<file path="src/rtl/trx_pkg.sv">
// Package with register map, field layout, timing and types of the transceiver register bank.
package trx_pkg;

  localparam int unsigned CLK_PERIOD_NS = 20;
  localparam int unsigned TICK_PERIOD_NS = 1000;
  localparam int unsigned TICK_CYCLES = (TICK_PERIOD_NS + CLK_PERIOD_NS - 1) / CLK_PERIOD_NS;
  localparam logic [5:0] TICK_LAST = 6'(TICK_CYCLES - 1);

  localparam logic [2:0] DEV_ADDR = 3'h5;
  localparam logic [4:0] HDR_BITS = 5'h09;
  localparam logic [4:0] FRAME_BITS = 5'h19;

  localparam logic [4:0] REG_DC_EST = 5'h00;
  localparam logic [4:0] REG_LOCK = 5'h05;
  localparam logic [4:0] REG_SYNTH_PROG = 5'h07;
  localparam logic [4:0] REG_AUX_PLL = 5'h08;
  localparam logic [4:0] REG_POWER_CLOCK = 5'h09;
  localparam logic [4:0] REG_RSVD_A = 5'h0A;
  localparam logic [4:0] REG_OSC_EN = 5'h0B;
  localparam logic [4:0] REG_XTAL = 5'h0C;
  localparam logic [4:0] REG_RSVD_D = 5'h0D;
  localparam logic [4:0] REG_MOD_OFF = 5'h0E;
  localparam logic [4:0] REG_RSVD_F = 5'h0F;
  localparam logic [4:0] REG_RSVD_10 = 5'h10;
  localparam logic [4:0] REG_RSVD_11 = 5'h11;
  localparam logic [4:0] REG_SEQ_DC = 5'h12;
  localparam logic [4:0] REG_RSVD_14 = 5'h14;
  localparam logic [4:0] REG_FREQ = 5'h15;
  localparam logic [4:0] REG_AMP = 5'h16;
  localparam logic [4:0] REG_SWITCH = 5'h17;
  localparam logic [4:0] REG_CODE_LO = 5'h1E;
  localparam logic [4:0] REG_CODE_HI = 5'h1F;

  localparam int unsigned PWR_LVL_LSB = 7;
  localparam int unsigned AUX_PLL_POWERDOWN_BIT = 2;
  localparam int unsigned CLK_SEL_BIT = 1;
  localparam int unsigned XO_EN_BIT = 0;
  localparam int unsigned TUNE_LSB = 13;
  localparam int unsigned LOAD_LSB = 8;
  localparam int unsigned BIAS_BIT = 7;
  localparam int unsigned DLY_HI_LSB = 8;
  localparam int unsigned DLY_LO_LSB = 0;
  localparam int unsigned SEQ_SEL_BIT = 15;
  localparam int unsigned DC_MODE_LSB = 13;
  localparam int unsigned POST_DC_LSB = 12;
  localparam int unsigned VCO_BIT = 14;
  localparam int unsigned SYN_BIT = 13;
  localparam int unsigned DIRECT_BIT = 12;
  localparam int unsigned SWALLOW_LSB = 9;
  localparam int unsigned LOCK_BIT = 8;

  typedef struct packed {
    logic modulator_on;
    logic amp_on;
    logic tr_switch_tx;
  } trx_seq_t;

  typedef struct packed {
    logic hold_fixed;
    logic fixed_before_preamble;
    logic [6:0] est_symbols;
  } trx_dc_t;

  function automatic logic [15:0] reg_reset(input logic [4:0] idx);
    case (idx)
      REG_DC_EST: reg_reset = 16'h1000;
      REG_LOCK: reg_reset = 16'h4D0C;
      REG_SYNTH_PROG: reg_reset = 16'h0030;
      REG_AUX_PLL: reg_reset = 16'h1676;
      REG_POWER_CLOCK: reg_reset = 16'h6803;
      REG_RSVD_A: reg_reset = 16'h0004;
      REG_OSC_EN: reg_reset = 16'h4040;
      REG_XTAL: reg_reset = 16'h9000;
      REG_MOD_OFF: reg_reset = 16'h0200;
      REG_RSVD_F: reg_reset = 16'h7193;
      REG_RSVD_10: reg_reset = 16'hC9CF;
      REG_RSVD_11: reg_reset = 16'hD3D7;
      REG_RSVD_14: reg_reset = 16'h83E0;
      REG_FREQ: reg_reset = 16'h0962;
      REG_AMP: reg_reset = 16'h0A02;
      REG_SWITCH: reg_reset = 16'h0302;
      default: reg_reset = 16'h0000;
    endcase
  endfunction : reg_reset

  function automatic logic reg_mapped(input logic [4:0] idx);
    case (idx)
      REG_DC_EST, REG_LOCK, REG_SYNTH_PROG, REG_AUX_PLL, REG_POWER_CLOCK, REG_RSVD_A,
      REG_OSC_EN, REG_XTAL, REG_RSVD_D, REG_MOD_OFF, REG_RSVD_F, REG_RSVD_10,
      REG_RSVD_11, REG_SEQ_DC, REG_RSVD_14, REG_FREQ, REG_AMP, REG_SWITCH:
        reg_mapped = 1'b1;
      default: reg_mapped = 1'b0;
    endcase
  endfunction : reg_mapped

endpackage : trx_pkg

</file>
<file path="src/rtl/trx_regs.sv">
// Register bank with three-wire serial slave and transmit sequencing counters.
`timescale 1ns/1ps

// Contract
// - Power code maps to amplifier output level
// - Power-down bit switches auxiliary PLL off
// - Clock pin shows PLL clock or symbol clock
// - Oscillator enable bit starts crystal oscillator
// - Fine-tune field trims crystal, reset 100
// - Nonzero load selects load; bias bit
// - Modulator-off delay counts after amplifier off
// - Select bit picks hardware or software sequencing
// - DC offset mode codes after strobe
// - Modulator-on delay counted from strobe
// - VCO powers down in idle if set
// - Synthesizer powers down in idle if set
// - Direct bit picks divider or channel frequency
// - Base frequency used only in channel mode
// - Amplifier-on delay from modulator or strobe
// - Amplifier-off delay switches amplifier off
// - Switch delay from amplifier or strobe
// - Maker code read-only at 30, 31
// - Post-strobe window: fixed, 16, 32, 64
// - Lock bit restricts writes to 7,8,9 and the lock bit itself
// - Frame: address 101, rw, register, data
module trx_regs #(
  parameter logic [15:0] MAKER_CODE_LOW = 16'h1234,
  parameter logic [15:0] MAKER_CODE_HIGH = 16'h5678
) (
  input wire logic core_clk,
  input wire logic reset,
  input wire logic bus_enable_n,
  input wire logic bus_clock,
  input wire logic bus_data_in,
  output logic bus_data_out,
  output logic bus_data_oe,
  input wire logic packet_control_strobe,
  input wire logic amp_off_request,
  input wire logic in_idle,
  input wire logic aux_pll_clock,
  input wire logic tx_symbol_clock,
  output logic clock_out_pin,
  output logic [2:0] tx_power_level,
  output logic [6:0] tx_power_dbm,
  output logic aux_pll_powerdown,
  output logic crystal_osc_enable,
  output logic [2:0] crystal_fine_tune,
  output logic [2:0] crystal_load,
  output logic crystal_load_enable,
  output logic crystal_bias_enable,
  output logic vco_power_on,
  output logic synth_power_on,
  output logic direct_freq_program,
  output logic [11:0] synth_divider_word,
  output trx_pkg::trx_dc_t dc_setting,
  output trx_pkg::trx_seq_t tx_seq
);
  import trx_pkg::*;

  typedef enum logic [1:0] {OFF_IDLE, OFF_AMP, OFF_MOD} trx_off_t;

  logic en_s1_ff, en_s2_ff;
  logic sclk_s1_ff, sclk_s2_ff, sclk_s3_ff;
  logic din_s1_ff, din_s2_ff;
  logic stb_s1_ff, stb_s2_ff, stb_s3_ff;
  logic aux_pll_s1_ff, aux_pll_s2_ff;
  logic txck_s1_ff, txck_s2_ff;
  logic [15:0] regs_ff [0:31];
  logic [4:0] bit_cnt_ff;
  logic [23:0] shift_ff;
  logic rd_mode_ff;
  logic [15:0] rd_shift_ff, rd_word;
  logic [5:0] tick_cnt_ff;
  logic tick_ff;
  logic mod_run_ff, amp_run_ff, sw_run_ff;
  logic [7:0] mod_cnt_ff, amp_cnt_ff, sw_cnt_ff, off_cnt_ff;
  trx_off_t off_state_ff;
  logic frame_active, sclk_rise, sclk_fall, strobe_rise;
  logic [24:0] word_in;
  logic commit;
  logic sw_mode;
  logic mod_fire, amp_fire, sw_fire, amp_off_fire, mod_off_fire;

  function automatic logic [6:0] power_dbm(input logic [2:0] code);
    case (code)
      3'h0: power_dbm = 7'h02;
      3'h1: power_dbm = 7'h7C;
      3'h2: power_dbm = 7'h76;
      3'h3: power_dbm = 7'h73;
      3'h4: power_dbm = 7'h6E;
      3'h5: power_dbm = 7'h69;
      default: power_dbm = 7'h60;
    endcase
  endfunction : power_dbm

  function automatic logic [6:0] window_symbols(input logic [1:0] code);
    case (code)
      2'h1: window_symbols = 7'h10;
      2'h2: window_symbols = 7'h20;
      2'h3: window_symbols = 7'h40;
      default: window_symbols = 7'h00;
    endcase
  endfunction : window_symbols

  function automatic logic [15:0] read_value(input logic [4:0] idx, input logic [15:0] val);
    if (idx == REG_CODE_LO) begin
      read_value = MAKER_CODE_LOW;
    end else if (idx == REG_CODE_HI) begin
      read_value = MAKER_CODE_HIGH;
    end else if (reg_mapped(idx)) begin
      read_value = val;
    end else begin
      read_value = 16'h0000;
    end
  endfunction : read_value

  always_ff @(posedge core_clk or posedge reset) begin
    if (reset) begin
      en_s1_ff <= 1'b1;
      en_s2_ff <= 1'b1;
      sclk_s1_ff <= 1'b0;
      sclk_s2_ff <= 1'b0;
      sclk_s3_ff <= 1'b0;
      din_s1_ff <= 1'b0;
      din_s2_ff <= 1'b0;
      stb_s1_ff <= 1'b0;
      stb_s2_ff <= 1'b0;
      stb_s3_ff <= 1'b0;
      aux_pll_s1_ff <= 1'b0;
      aux_pll_s2_ff <= 1'b0;
      txck_s1_ff <= 1'b0;
      txck_s2_ff <= 1'b0;
    end else begin
      en_s1_ff <= bus_enable_n;
      en_s2_ff <= en_s1_ff;
      sclk_s1_ff <= bus_clock;
      sclk_s2_ff <= sclk_s1_ff;
      sclk_s3_ff <= sclk_s2_ff;
      din_s1_ff <= bus_data_in;
      din_s2_ff <= din_s1_ff;
      stb_s1_ff <= packet_control_strobe;
      stb_s2_ff <= stb_s1_ff;
      stb_s3_ff <= stb_s2_ff;
      aux_pll_s1_ff <= aux_pll_clock;
      aux_pll_s2_ff <= aux_pll_s1_ff;
      txck_s1_ff <= tx_symbol_clock;
      txck_s2_ff <= txck_s1_ff;
    end
  end

  assign frame_active = ~en_s2_ff;
  assign sclk_rise = sclk_s2_ff & ~sclk_s3_ff;
  assign sclk_fall = ~sclk_s2_ff & sclk_s3_ff;
  assign strobe_rise = stb_s2_ff & ~stb_s3_ff;
  assign word_in = {shift_ff, din_s2_ff};
  assign rd_word = read_value(shift_ff[4:0], regs_ff[shift_ff[4:0]]);
  // Write taken on the last data bit when the device address matches.
  assign commit = frame_active & sclk_rise & (bit_cnt_ff == FRAME_BITS - 5'h01)
                  & (word_in[24:22] == DEV_ADDR) & ~word_in[21];

  always_ff @(posedge core_clk or posedge reset) begin
    if (reset) begin
      bit_cnt_ff <= 5'h00;
      shift_ff <= 24'h000000;
    end else if (!frame_active) begin
      bit_cnt_ff <= 5'h00;
    end else if (sclk_rise && bit_cnt_ff < FRAME_BITS) begin
      shift_ff <= word_in[23:0];
      bit_cnt_ff <= bit_cnt_ff + 5'h01;
    end
  end

  // Read data shifted out on falling clock edges, MSB first.
  always_ff @(posedge core_clk or posedge reset) begin
    if (reset) begin
      rd_mode_ff <= 1'b0;
      rd_shift_ff <= 16'h0000;
      bus_data_out <= 1'b0;
      bus_data_oe <= 1'b0;
    end else if (!frame_active) begin
      rd_mode_ff <= 1'b0;
      bus_data_oe <= 1'b0;
    end else if (sclk_fall && bit_cnt_ff == HDR_BITS) begin
      if (shift_ff[8:6] == DEV_ADDR && shift_ff[5]) begin
        // Maker code halves answer at the top two addresses.
        rd_shift_ff <= {rd_word[14:0], 1'b0};
        bus_data_out <= rd_word[15];
        bus_data_oe <= 1'b1;
        rd_mode_ff <= 1'b1;
      end
    end else if (sclk_fall && rd_mode_ff && bit_cnt_ff < FRAME_BITS) begin
      bus_data_out <= rd_shift_ff[15];
      rd_shift_ff <= {rd_shift_ff[14:0], 1'b0};
    end
  end

  always_ff @(posedge core_clk or posedge reset) begin
    if (reset) begin
      for (int i = 0; i < 32; i++) begin
        regs_ff[i] <= reg_reset(5'(i));
      end
    end else if (commit) begin
      // Write lock admits only the open registers and the lock bit.
      if (regs_ff[REG_LOCK][LOCK_BIT]) begin
        if (word_in[20:16] == REG_SYNTH_PROG || word_in[20:16] == REG_AUX_PLL ||
            word_in[20:16] == REG_POWER_CLOCK) begin
          regs_ff[word_in[20:16]] <= word_in[15:0];
        end else if (word_in[20:16] == REG_LOCK) begin
          regs_ff[REG_LOCK][LOCK_BIT] <= word_in[LOCK_BIT];
        end
      end else if (reg_mapped(word_in[20:16])) begin
        regs_ff[word_in[20:16]] <= word_in[15:0];
      end
    end
  end

  // One-microsecond tick from the core clock.
  always_ff @(posedge core_clk or posedge reset) begin
    if (reset) begin
      tick_cnt_ff <= 6'h00;
      tick_ff <= 1'b0;
    end else if (tick_cnt_ff == TICK_LAST) begin
      tick_cnt_ff <= 6'h00;
      tick_ff <= 1'b1;
    end else begin
      tick_cnt_ff <= tick_cnt_ff + 6'h01;
      tick_ff <= 1'b0;
    end
  end

  assign sw_mode = regs_ff[REG_SEQ_DC][SEQ_SEL_BIT];
  // A counter at zero fires on the next tick.
  assign mod_fire = tick_ff & mod_run_ff & (mod_cnt_ff == 8'h00);
  assign amp_fire = tick_ff & amp_run_ff & (amp_cnt_ff == 8'h00);
  assign sw_fire = tick_ff & sw_run_ff & (sw_cnt_ff == 8'h00);
  assign amp_off_fire = tick_ff & (off_state_ff == OFF_AMP) & (off_cnt_ff == 8'h00);
  assign mod_off_fire = tick_ff & (off_state_ff == OFF_MOD) & (off_cnt_ff == 8'h00);

  always_ff @(posedge core_clk or posedge reset) begin
    if (reset) begin
      mod_run_ff <= 1'b0;
      amp_run_ff <= 1'b0;
      sw_run_ff <= 1'b0;
      mod_cnt_ff <= 8'h00;
      amp_cnt_ff <= 8'h00;
      sw_cnt_ff <= 8'h00;
    end else if (strobe_rise) begin
      // Modulator delay starts at the strobe edge in both modes.
      mod_run_ff <= 1'b1;
      mod_cnt_ff <= regs_ff[REG_SEQ_DC][DLY_LO_LSB +: 8];
      // Software mode starts all three delays from the strobe.
      amp_run_ff <= sw_mode;
      amp_cnt_ff <= regs_ff[REG_AMP][DLY_HI_LSB +: 8];
      sw_run_ff <= sw_mode;
      sw_cnt_ff <= regs_ff[REG_SWITCH][DLY_HI_LSB +: 8];
    end else if (tick_ff) begin
      if (mod_run_ff) begin
        mod_run_ff <= (mod_cnt_ff != 8'h00);
        mod_cnt_ff <= mod_cnt_ff - 8'h01;
      end
      // Hardware mode chains amplifier delay from modulator on.
      if (mod_fire && !sw_mode) begin
        amp_run_ff <= 1'b1;
        amp_cnt_ff <= regs_ff[REG_AMP][DLY_HI_LSB +: 8];
      end else if (amp_run_ff) begin
        amp_run_ff <= (amp_cnt_ff != 8'h00);
        amp_cnt_ff <= amp_cnt_ff - 8'h01;
      end
      // Hardware mode chains switch delay from amplifier on.
      if (amp_fire && !sw_mode) begin
        sw_run_ff <= 1'b1;
        sw_cnt_ff <= regs_ff[REG_SWITCH][DLY_HI_LSB +: 8];
      end else if (sw_run_ff) begin
        sw_run_ff <= (sw_cnt_ff != 8'h00);
        sw_cnt_ff <= sw_cnt_ff - 8'h01;
      end
    end
  end

  always_ff @(posedge core_clk or posedge reset) begin
    if (reset) begin
      off_state_ff <= OFF_IDLE;
      off_cnt_ff <= 8'h00;
    end else if (strobe_rise) begin
      off_state_ff <= OFF_IDLE;
    end else if (amp_off_request && off_state_ff == OFF_IDLE) begin
      // Amplifier-off delay loaded on entering the off state.
      off_state_ff <= OFF_AMP;
      off_cnt_ff <= regs_ff[REG_AMP][DLY_LO_LSB +: 8];
    end else if (tick_ff) begin
      case (off_state_ff)
        OFF_AMP: begin
          if (off_cnt_ff == 8'h00) begin
            // Modulator-off delay loaded once the amplifier is off.
            off_state_ff <= OFF_MOD;
            off_cnt_ff <= regs_ff[REG_MOD_OFF][DLY_HI_LSB +: 8];
          end else begin
            off_cnt_ff <= off_cnt_ff - 8'h01;
          end
        end
        OFF_MOD: begin
          if (off_cnt_ff == 8'h00) begin
            off_state_ff <= OFF_IDLE;
          end else begin
            off_cnt_ff <= off_cnt_ff - 8'h01;
          end
        end
        default: off_state_ff <= OFF_IDLE;
      endcase
    end
  end

  always_ff @(posedge core_clk or posedge reset) begin
    if (reset) begin
      tx_seq <= '0;
    end else begin
      // Modulator on at end of its delay, off after off delay.
      if (mod_fire) begin
        tx_seq.modulator_on <= 1'b1;
      end else if (mod_off_fire) begin
        tx_seq.modulator_on <= 1'b0;
      end
      // Amplifier and switch drop when the off delay ends.
      if (amp_fire) begin
        tx_seq.amp_on <= 1'b1;
      end else if (amp_off_fire) begin
        tx_seq.amp_on <= 1'b0;
      end
      if (sw_fire) begin
        tx_seq.tr_switch_tx <= 1'b1;
      end else if (amp_off_fire) begin
        tx_seq.tr_switch_tx <= 1'b0;
      end
    end
  end

  always_ff @(posedge core_clk or posedge reset) begin
    if (reset) begin
      clock_out_pin <= 1'b0;
      tx_power_level <= 3'h0;
      tx_power_dbm <= 7'h00;
      aux_pll_powerdown <= 1'b0;
      crystal_osc_enable <= 1'b0;
      crystal_fine_tune <= 3'h0;
      crystal_load <= 3'h0;
      crystal_load_enable <= 1'b0;
      crystal_bias_enable <= 1'b0;
      vco_power_on <= 1'b0;
      synth_power_on <= 1'b0;
      direct_freq_program <= 1'b0;
      synth_divider_word <= 12'h000;
      dc_setting <= '0;
    end else begin
      // Clock pin source follows the select bit.
      clock_out_pin <= regs_ff[REG_POWER_CLOCK][CLK_SEL_BIT] ? aux_pll_s2_ff : txck_s2_ff;
      // Power code and its typical level in dBm.
      tx_power_level <= regs_ff[REG_POWER_CLOCK][PWR_LVL_LSB +: 3];
      tx_power_dbm <= power_dbm(regs_ff[REG_POWER_CLOCK][PWR_LVL_LSB +: 3]);
      aux_pll_powerdown <= regs_ff[REG_POWER_CLOCK][AUX_PLL_POWERDOWN_BIT];
      crystal_osc_enable <= regs_ff[REG_OSC_EN][XO_EN_BIT];
      crystal_fine_tune <= regs_ff[REG_XTAL][TUNE_LSB +: 3];
      // Load selected when nonzero; bias point switch.
      crystal_load <= regs_ff[REG_XTAL][LOAD_LSB +: 3];
      crystal_load_enable <= (regs_ff[REG_XTAL][LOAD_LSB +: 3] != 3'h0);
      crystal_bias_enable <= regs_ff[REG_XTAL][BIAS_BIT];
      // VCO off only in idle with shutdown set.
      vco_power_on <= ~(in_idle & regs_ff[REG_FREQ][VCO_BIT]);
      // Synthesizer off only in idle with shutdown set.
      synth_power_on <= ~(in_idle & regs_ff[REG_FREQ][SYN_BIT]);
      direct_freq_program <= regs_ff[REG_FREQ][DIRECT_BIT];
      // Direct divider fields or base plus channel.
      // Base frequency ignored in direct mode.
      if (regs_ff[REG_FREQ][DIRECT_BIT]) begin
        synth_divider_word <= {regs_ff[REG_SYNTH_PROG][SWALLOW_LSB +: 5],
                               regs_ff[REG_SYNTH_PROG][6:0]};
      end else begin
        synth_divider_word <= 12'(regs_ff[REG_FREQ][11:0]
                                  + {5'h00, regs_ff[REG_SYNTH_PROG][6:0]});
      end
      // Mode 00 fixed before preamble, 01 eight symbols, 1x window.
      // Window code 00 holds offset, else 16, 32 or 64 symbols.
      case (regs_ff[REG_SEQ_DC][DC_MODE_LSB +: 2])
        2'h0: dc_setting <= '{hold_fixed: 1'b1, fixed_before_preamble: 1'b1,
                              est_symbols: 7'h00};
        2'h1: dc_setting <= '{hold_fixed: 1'b0, fixed_before_preamble: 1'b0,
                              est_symbols: 7'h08};
        default: dc_setting <= '{
          hold_fixed: (regs_ff[REG_DC_EST][POST_DC_LSB +: 2] == 2'h0),
          fixed_before_preamble: 1'b0,
          est_symbols: window_symbols(regs_ff[REG_DC_EST][POST_DC_LSB +: 2])};
      endcase
    end
  end

endmodule : trx_regs

</file>
<file path="config.mk">
export PLATFORM = sky130hd
export DESIGN_NAME = trx_regs
export DESIGN_NICKNAME = d
export VERILOG_FILES = /design/src/rtl/trx_pkg.sv /design/src/rtl/trx_regs.sv
export SDC_FILE = /design/constraint.sdc
export NUM_CORES = 1
export LEC_CHECK = 0
export ABC_AREA = 1
export BUFFER_PORTS_ARGS = -buffer_cell sky130_fd_sc_hd__buf_2
export CORE_ASPECT_RATIO = 1.25
export CORE_UTILIZATION = 62
export CTS_CLUSTER_DIAMETER = 100
export CTS_CLUSTER_SIZE = 20
export DETAILED_ROUTE_END_ITERATION = 16
export PLACE_DENSITY = 0.79
export SETUP_SLACK_MARGIN = 0.02
export SLEW_MARGIN = 25
export SYNTH_ARGS = -nofsm -noshare
export SYNTH_HDL_FRONTEND = slang
export SYNTH_SLANG_ARGS = --single-unit
</file>
<file path="constraint.sdc">
create_clock -name core_clk -period 19.8 [get_ports core_clk]
set_input_delay 2.97 -clock core_clk [delete_from_list [all_inputs] [get_ports core_clk]]
set_output_delay 2.97 -clock core_clk [all_outputs]
set_load 0.02 [all_outputs]
</file>
==> Word level (Yosys, flattened, before mapping) <==
Memories as Yosys holds them, arrays and structs flattened.
Cells that the tools add are included.
{ "word_totals": {"reg_bits": 665, "rom_bits": 64, "input_bits": 10, "out_inout_bits": 50, "elab_cells": 273, "mem_count": 2} }
{ "mem_list": {"columns": ["name", "depth", "word_bits", "rd", "rd_ports_with_merged_regs", "wr", "line", "text"], "rows": [
  ["(no name shown)", 32, 1, 1, 0, 0, "trx_pkg.sv:87", "case (idx)"],
  ["(no name shown)", 32, 1, 1, 0, 0, "trx_pkg.sv:87", null]
]} }
{ "op_classes": {"addsub": 7, "n_lt_le_gt_ge": 4, "eq_ne": 27, "mux": 75, "bitwise_logic": 29, "n_reduce_logical": 48} }
{ "ops": {"columns": ["op", "count"], "rows": [
  ["$mux W512", 2],
  ["$bwmux W512", 1],
  ["$mux W424", 1],
  ["$mux W16", 9],
  ["$mux W8", 15],
  ["$mux W87", 1],
  ["$bmux W16 S5", 1],
  ["$demux W16 S5", 1],
  ["$pmux W7 S6", 1],
  ["$logic_not A8 Y1", 4],
  ["$sub A8 B1 Y8 const B", 4],
  ["$mux W1", 30],
  ["$reduce_bool A8 Y1", 3],
  ["$reduce_bool A2 Y1", 11],
  ["$pmux W7 S3", 1],
  ["$and A1 B1 Y1", 19],
  ["$pmux W9 S2", 1],
  ["$pmux W8 S2", 1],
  ["$eq A5 B4 Y1 const B", 3],
  ["$eq A5 B5 Y1 const B", 3],
  ["$reduce_bool A3 Y1", 5],
  ["$add A12 B7 Y12", 1],
  ["$eq A3 B3 Y1 const B", 4],
  ["$ge A6 B6 Y1 const B", 2],
  ["29 further kinds", 66]
]} }

==> Depth between registers and ports, before layout <==
{ "logic_depth": {"depth_word": 9, "ltp_mapped": 15, "depth_no_buf": 13} }

==> Worst setup path before layout <==
OpenSTA, ideal clock, no wires.
{ "synth_timing": {"path_kind": "in2reg", "from": "input port amp_off_request", "to": "register off_cnt_ff[0]", "setup_time_ps": 83, "arrival_ps": 3834, "t_required_ps": 19717, "slack_ps": 15884, "stages": 7, "n_path_buf": 1, "cell_sequence": "nand2_1 -> inv_1 -> nand2_1 -> nand2_1 -> clkbuf_1 -> o211ai_1 -> o21ai_0"} }
{ "synth_via": {"elab_chain_cells": 3, "elab_cells_between_ends": 6, "classes_between": "eq/ne (1); mux (1); reduce/logical (4)"} }
{ "synth_rtl": {"columns": ["element", "line", "text"], "rows": [
  ["from (decl)", "trx_regs.sv:38", "input wire logic amp_off_request,"],
  ["$logic_and A1 B1 Y1 *", "trx_regs.sv:286", "end else if (amp_off_request && off_state_ff == OFF_IDLE) begin"],
  ["$ne A3 B2 Y1 (no line) (tied with other cells)", null, null],
  ["$reduce_and A4 Y1 (no line)", null, null],
  ["to (signal assigned)", "trx_regs.sv:289", "off_cnt_ff <= regs_ff[REG_AMP][DLY_LO_LSB +: 8];"],
  ["to (signal assigned)", "trx_regs.sv:296", "off_cnt_ff <= regs_ff[REG_MOD_OFF][DLY_HI_LSB +: 8];"],
  ["to (signal assigned)", "trx_regs.sv:298", "off_cnt_ff <= off_cnt_ff - 8'h01;"],
  ["to (decl)", "trx_regs.sv:76", "logic [7:0] mod_cnt_ff, amp_cnt_ff, sw_cnt_ff, off_cnt_ff;"]
]} }
Every way passes the cells marked *; elsewhere a longest branch is shown, timed or not.
A chain may end at the register's enable or synchronous reset.

==> Worst setup path in the final report <==
{ "layout_timing": {"from": "register shift_ff[15]", "to": "register regs_ff[265] in the netlist's numbering"} }
{ "layout_via": {"elab_chain_cells": 8, "elab_cells_between_ends": 21, "classes_between": "order compare (2); eq/ne (4); mux (8); bitwise (1); reduce/logical (5); memory (1)"} }
{ "layout_rtl": {"columns": ["element", "line", "text"], "rows": [
  ["from (decl)", "trx_regs.sv:70", "logic [23:0] shift_ff;"],
  ["from (signal assigned)", "trx_regs.sv:168", "shift_ff <= word_in[23:0];"],
  ["$not A5 Y6 (not written as such)", "trx_regs.sv:207, trx_regs.sv:212", null],
  ["$ge A6 B6 Y1 (not written as such) or $lt A6 B1 Y1 (tied branches)", "trx_regs.sv:207, trx_regs.sv:212", null],
  ["$logic_and A1 B1 Y1 (not written as such)", "trx_regs.sv:207, trx_regs.sv:212", null],
  ["$mux W16 (not written as such)", "trx_regs.sv:207, trx_regs.sv:212", null],
  ["$demux W16 S5", "trx_regs.sv:207, trx_regs.sv:212", null],
  ["$bwmux W512", "trx_regs.sv:207, trx_regs.sv:212", null],
  ["$mux W512 or $mux W424 (tied branches)", "trx_regs.sv:211, trx_regs.sv:205", null],
  ["$mux W512", "trx_regs.sv:204", "if (regs_ff[REG_LOCK][LOCK_BIT]) begin"],
  ["to (signal, indexed assignment)", "trx_regs.sv:207", "regs_ff[word_in[20:16]] <= word_in[15:0];"],
  ["to (signal, indexed assignment)", "trx_regs.sv:209", "regs_ff[REG_LOCK][LOCK_BIT] <= word_in[LOCK_BIT];"],
  ["to (signal, indexed assignment)", "trx_regs.sv:212", "regs_ff[word_in[20:16]] <= word_in[15:0];"],
  ["to (decl)", "trx_regs.sv:68", "logic [15:0] regs_ff [0:31];"]
]} }
Several ways; a longest one is shown, not always the timed one. The select of a mux whose other input is x is not followed.

==> out/results.ini <==
[run_status]
status = completed

[timing]
period_minus_slack_ps = 4280
rsz0062_at_grt = no
finalClockSkew_ps = 27.2
period_share_pct = 21.6
tightest_slew_ps = 1090
slew_viol_final = 0
setup_tns_ps = 0
finalHoldViolCount = 0
layout_setup_ws_ps = 15520
fin_hold_ws_ps = 356
finalSetupViolCount = 0
maxClockFrequency_ghz = 0.233
maxSlewHeadroom_pct = 27.2

[critical_path]
cp_slowest_cell = buf_4
timing.rr.start = shift_ff[15]$_DFFE_PP0P_
cp_max_fo = 160
r2r_end = regs_ff[265]$_DFFE_PP0P_
reg2reg_slack_ps = 15520
crit_top_cell = nand2_1
cp_data_required_time_ps = 20300
cp_num_buf_inv = 3
endpoint_kind = flip-flop
endpoint = regs_ff[265]$_DFFE_PP0P_
critPathKind = reg -> reg
max_stage_delay_ps = 890
crit_family = buffers and inverters
cp.depth = 9
arrival_ps = 4780
cp-start-kind = flip-flop
path_cells = nand2_1 > inv_2 > nand3_2 > o211ai_1 > nand3_4 > inv_8 > buf_4 > nand2_1 > o21ai_1
r2r_cells = 9
startpoint = shift_ff[15]$_DFFE_PP0P_

[logic_synthesis]
async_flop_share_pct = 100
synth_top_flop_cell = dfrtp_1
synthesis.area_mm2 = 0.0255
synth.distinct_cells = 46
synth-seq-cells = 454
post_synth.cell_area_avg_um2 = 7.23
postSynthCellCount = 3526
yosys_warnings = 0
synth-edff-count = 0
synth-seq-area-share_pct = 45.0

[global_routing]
grt_max_degree = 253
antenna_found_initial = 1
grt_pass1_vias = 23200
gr-total-overflow = 0
grt_first_pass_wirelength_um = 124000
grt_usage_pct = 37.8

[cts]
cts_root_buf = clkbuf_16
insertion_delay_ps = 600
path_clk_slew_ps = 90
htreeDepth = 1
postCtsHoldBufs = 0
cts_tree = built
postCtsResizedCells = 0
cts_setup_buffers = 0
cts.sinks = 454
cts.path.max_buffers = 3
cts_buffers = 26

[pwr]
peakVddDrop_mv = 0.0654
cellPowerDensity_mw_per_mm2 = 75.6
power_leakage_nw = 13.5

[floorplan]
die_w_um = 183
die_h_um = 229
fp.coreArea_mm2 = 0.0403
num_rows = 82
start_util_pct = 63.2
dieArea_mm2 = 0.0419
io_pins = 60

[route]
dr.pass1.iters = 6
drc = 0
ant_nets = 0
drt_wl_total_um = 79400
vias_per_cell = 6.17
via_count = 24400
first_iter_violations = 3116
wl_per_cell_um = 20.1

[cells_and_area]
final_common_cell = nand2_1
drive_gt1_share_pct = 6.82
area_growth_pct = 4.04
antenna_cells = 0
layout.nets = 3417
fillers = 3577
layout_common_cells = 1236 x nand2_1, 418 x o21ai_0, 376 x dfrtp_1, 339 x a21oi_1, 251 x inv_1

[placed_design]
gp_congestion = 0.956
pre_cts_slack_ps = 15000
dp_hpwl_um = 47600
port_buffers = 56

[worst_hold_path]
hold_class = reg -> reg

[run]
maxCapViolations = 0

==> state kept, by name, indices dropped and copies added, names as in the netlist, 2 cells and up <==
name                count
synth_divider_word     12
crystal_load            3
amp_cnt_ff              8
regs_ff               306
tx_power_level          3
bit_cnt_ff              5
crystal_fine_tune       3
rd_shift_ff            15
tx_seq                  3
dc_setting              6
sw_cnt_ff               8
shift_ff               24
off_cnt_ff              8
tx_power_dbm            6
mod_cnt_ff              8
tick_cnt_ff             6
off_state_ff            2
==> cell usage after synthesis (all sizes together) (3+ instances only) <==
library cell  instances  area (um2)
nand2              1245        4680
o21ai               518        2590
dfrtp               378        9460
a21oi               340        1710
inv                 258         968
clkbuf              165         619
nor2                120         455
buf                 101         505
nand3                77         395
dfstp                76        2000
mux2i                69         691
o211ai               41         308
ha                   25         313
o22ai                18         113
nor3                 15        75.1
a22oi                14         105
xor2                 11        96.3
nand4                10        62.6
a31oi                 9        56.3
xnor2                 8        70.1
clkinv                3        11.3
nor4                  3        18.8
o31ai                 3        22.5
or2                   3        18.8
==> cell type report <==
type	instances	area, um2	area share (%)
Inverter	261	1000	3.77
Timing Repair Buffer	91	599	2.26
Sequential cell	454	11500	43.2
Clock inverter	1	8.76	0.0330
Multi-Input combinational cell	2547	12000	45.3
Clock buffer	47	751	2.83
Tap cell	546	683	2.58
==> kinds of logic after synthesis <==
group	after synthesis	share of synthesized area, %
other	1	0.0147
xor gates and xnor gates	19	0.653
buffers and inverters	527	8.26
DFF	454	45.0
and+or+nand+nor	1474	22.4
AOI/OAI and AO/OA	955	19.6
adders and majority gates	26	1.31
muxes	70	2.76
==> how the worst min path moves through the flow <==
stage	cells after the start	start	slack [ps]	endpoint
finish	0	aux_pll_s1_ff$_DFF_PP0_	360	aux_pll_s2_ff$_DFF_PP0_
floorplan	0	aux_pll_s1_ff$_DFF_PP0_	330	aux_pll_s2_ff$_DFF_PP0_
CTS	0	en_s1_ff$_DFF_PP1_	360	en_s2_ff$_DFF_PP1_
global placement	0	txck_s1_ff$_DFF_PP0_	330	txck_s2_ff$_DFF_PP0_
global route	0	en_s1_ff$_DFF_PP1_	360	en_s2_ff$_DFF_PP1_
detailed placement	0	aux_pll_s1_ff$_DFF_PP0_	340	aux_pll_s2_ff$_DFF_PP0_
==> power by group <==
group / total [W] / switching, W / internal (W)
registers: 0.00101 / 0.0000458 / 0.000960
logic: 0.000418 / 0.000309 / 0.000109
clock network: 0.000580 / 0.000322 / 0.000258
==> layer usage <==
metal	share of wire, %	up-vias	wire length [um]	global-route usage, %
met5	0.018	-	14	0
met4	7.6	2	6060	26.1
met3	9.7	343	7670	6.41
met2	45	1380	36100	58.7
met1	37	11500	29500	48.4
li1	-	11100	-	-
==> metrics by stage <==
stage,instance area (um2),util [%],instances,total power [W]
floorplan,25500,-,3528,0.00127
global placement,25700,63.6,3897,0.00141
detailed placement,25700,63.7,3897,0.00142
CTS,26400,65.6,3945,0.00199
global route,26500,65.7,3947,0.00207
finish,26500,65.7,3947,0.00200
(Power assumes the default switching activity.)
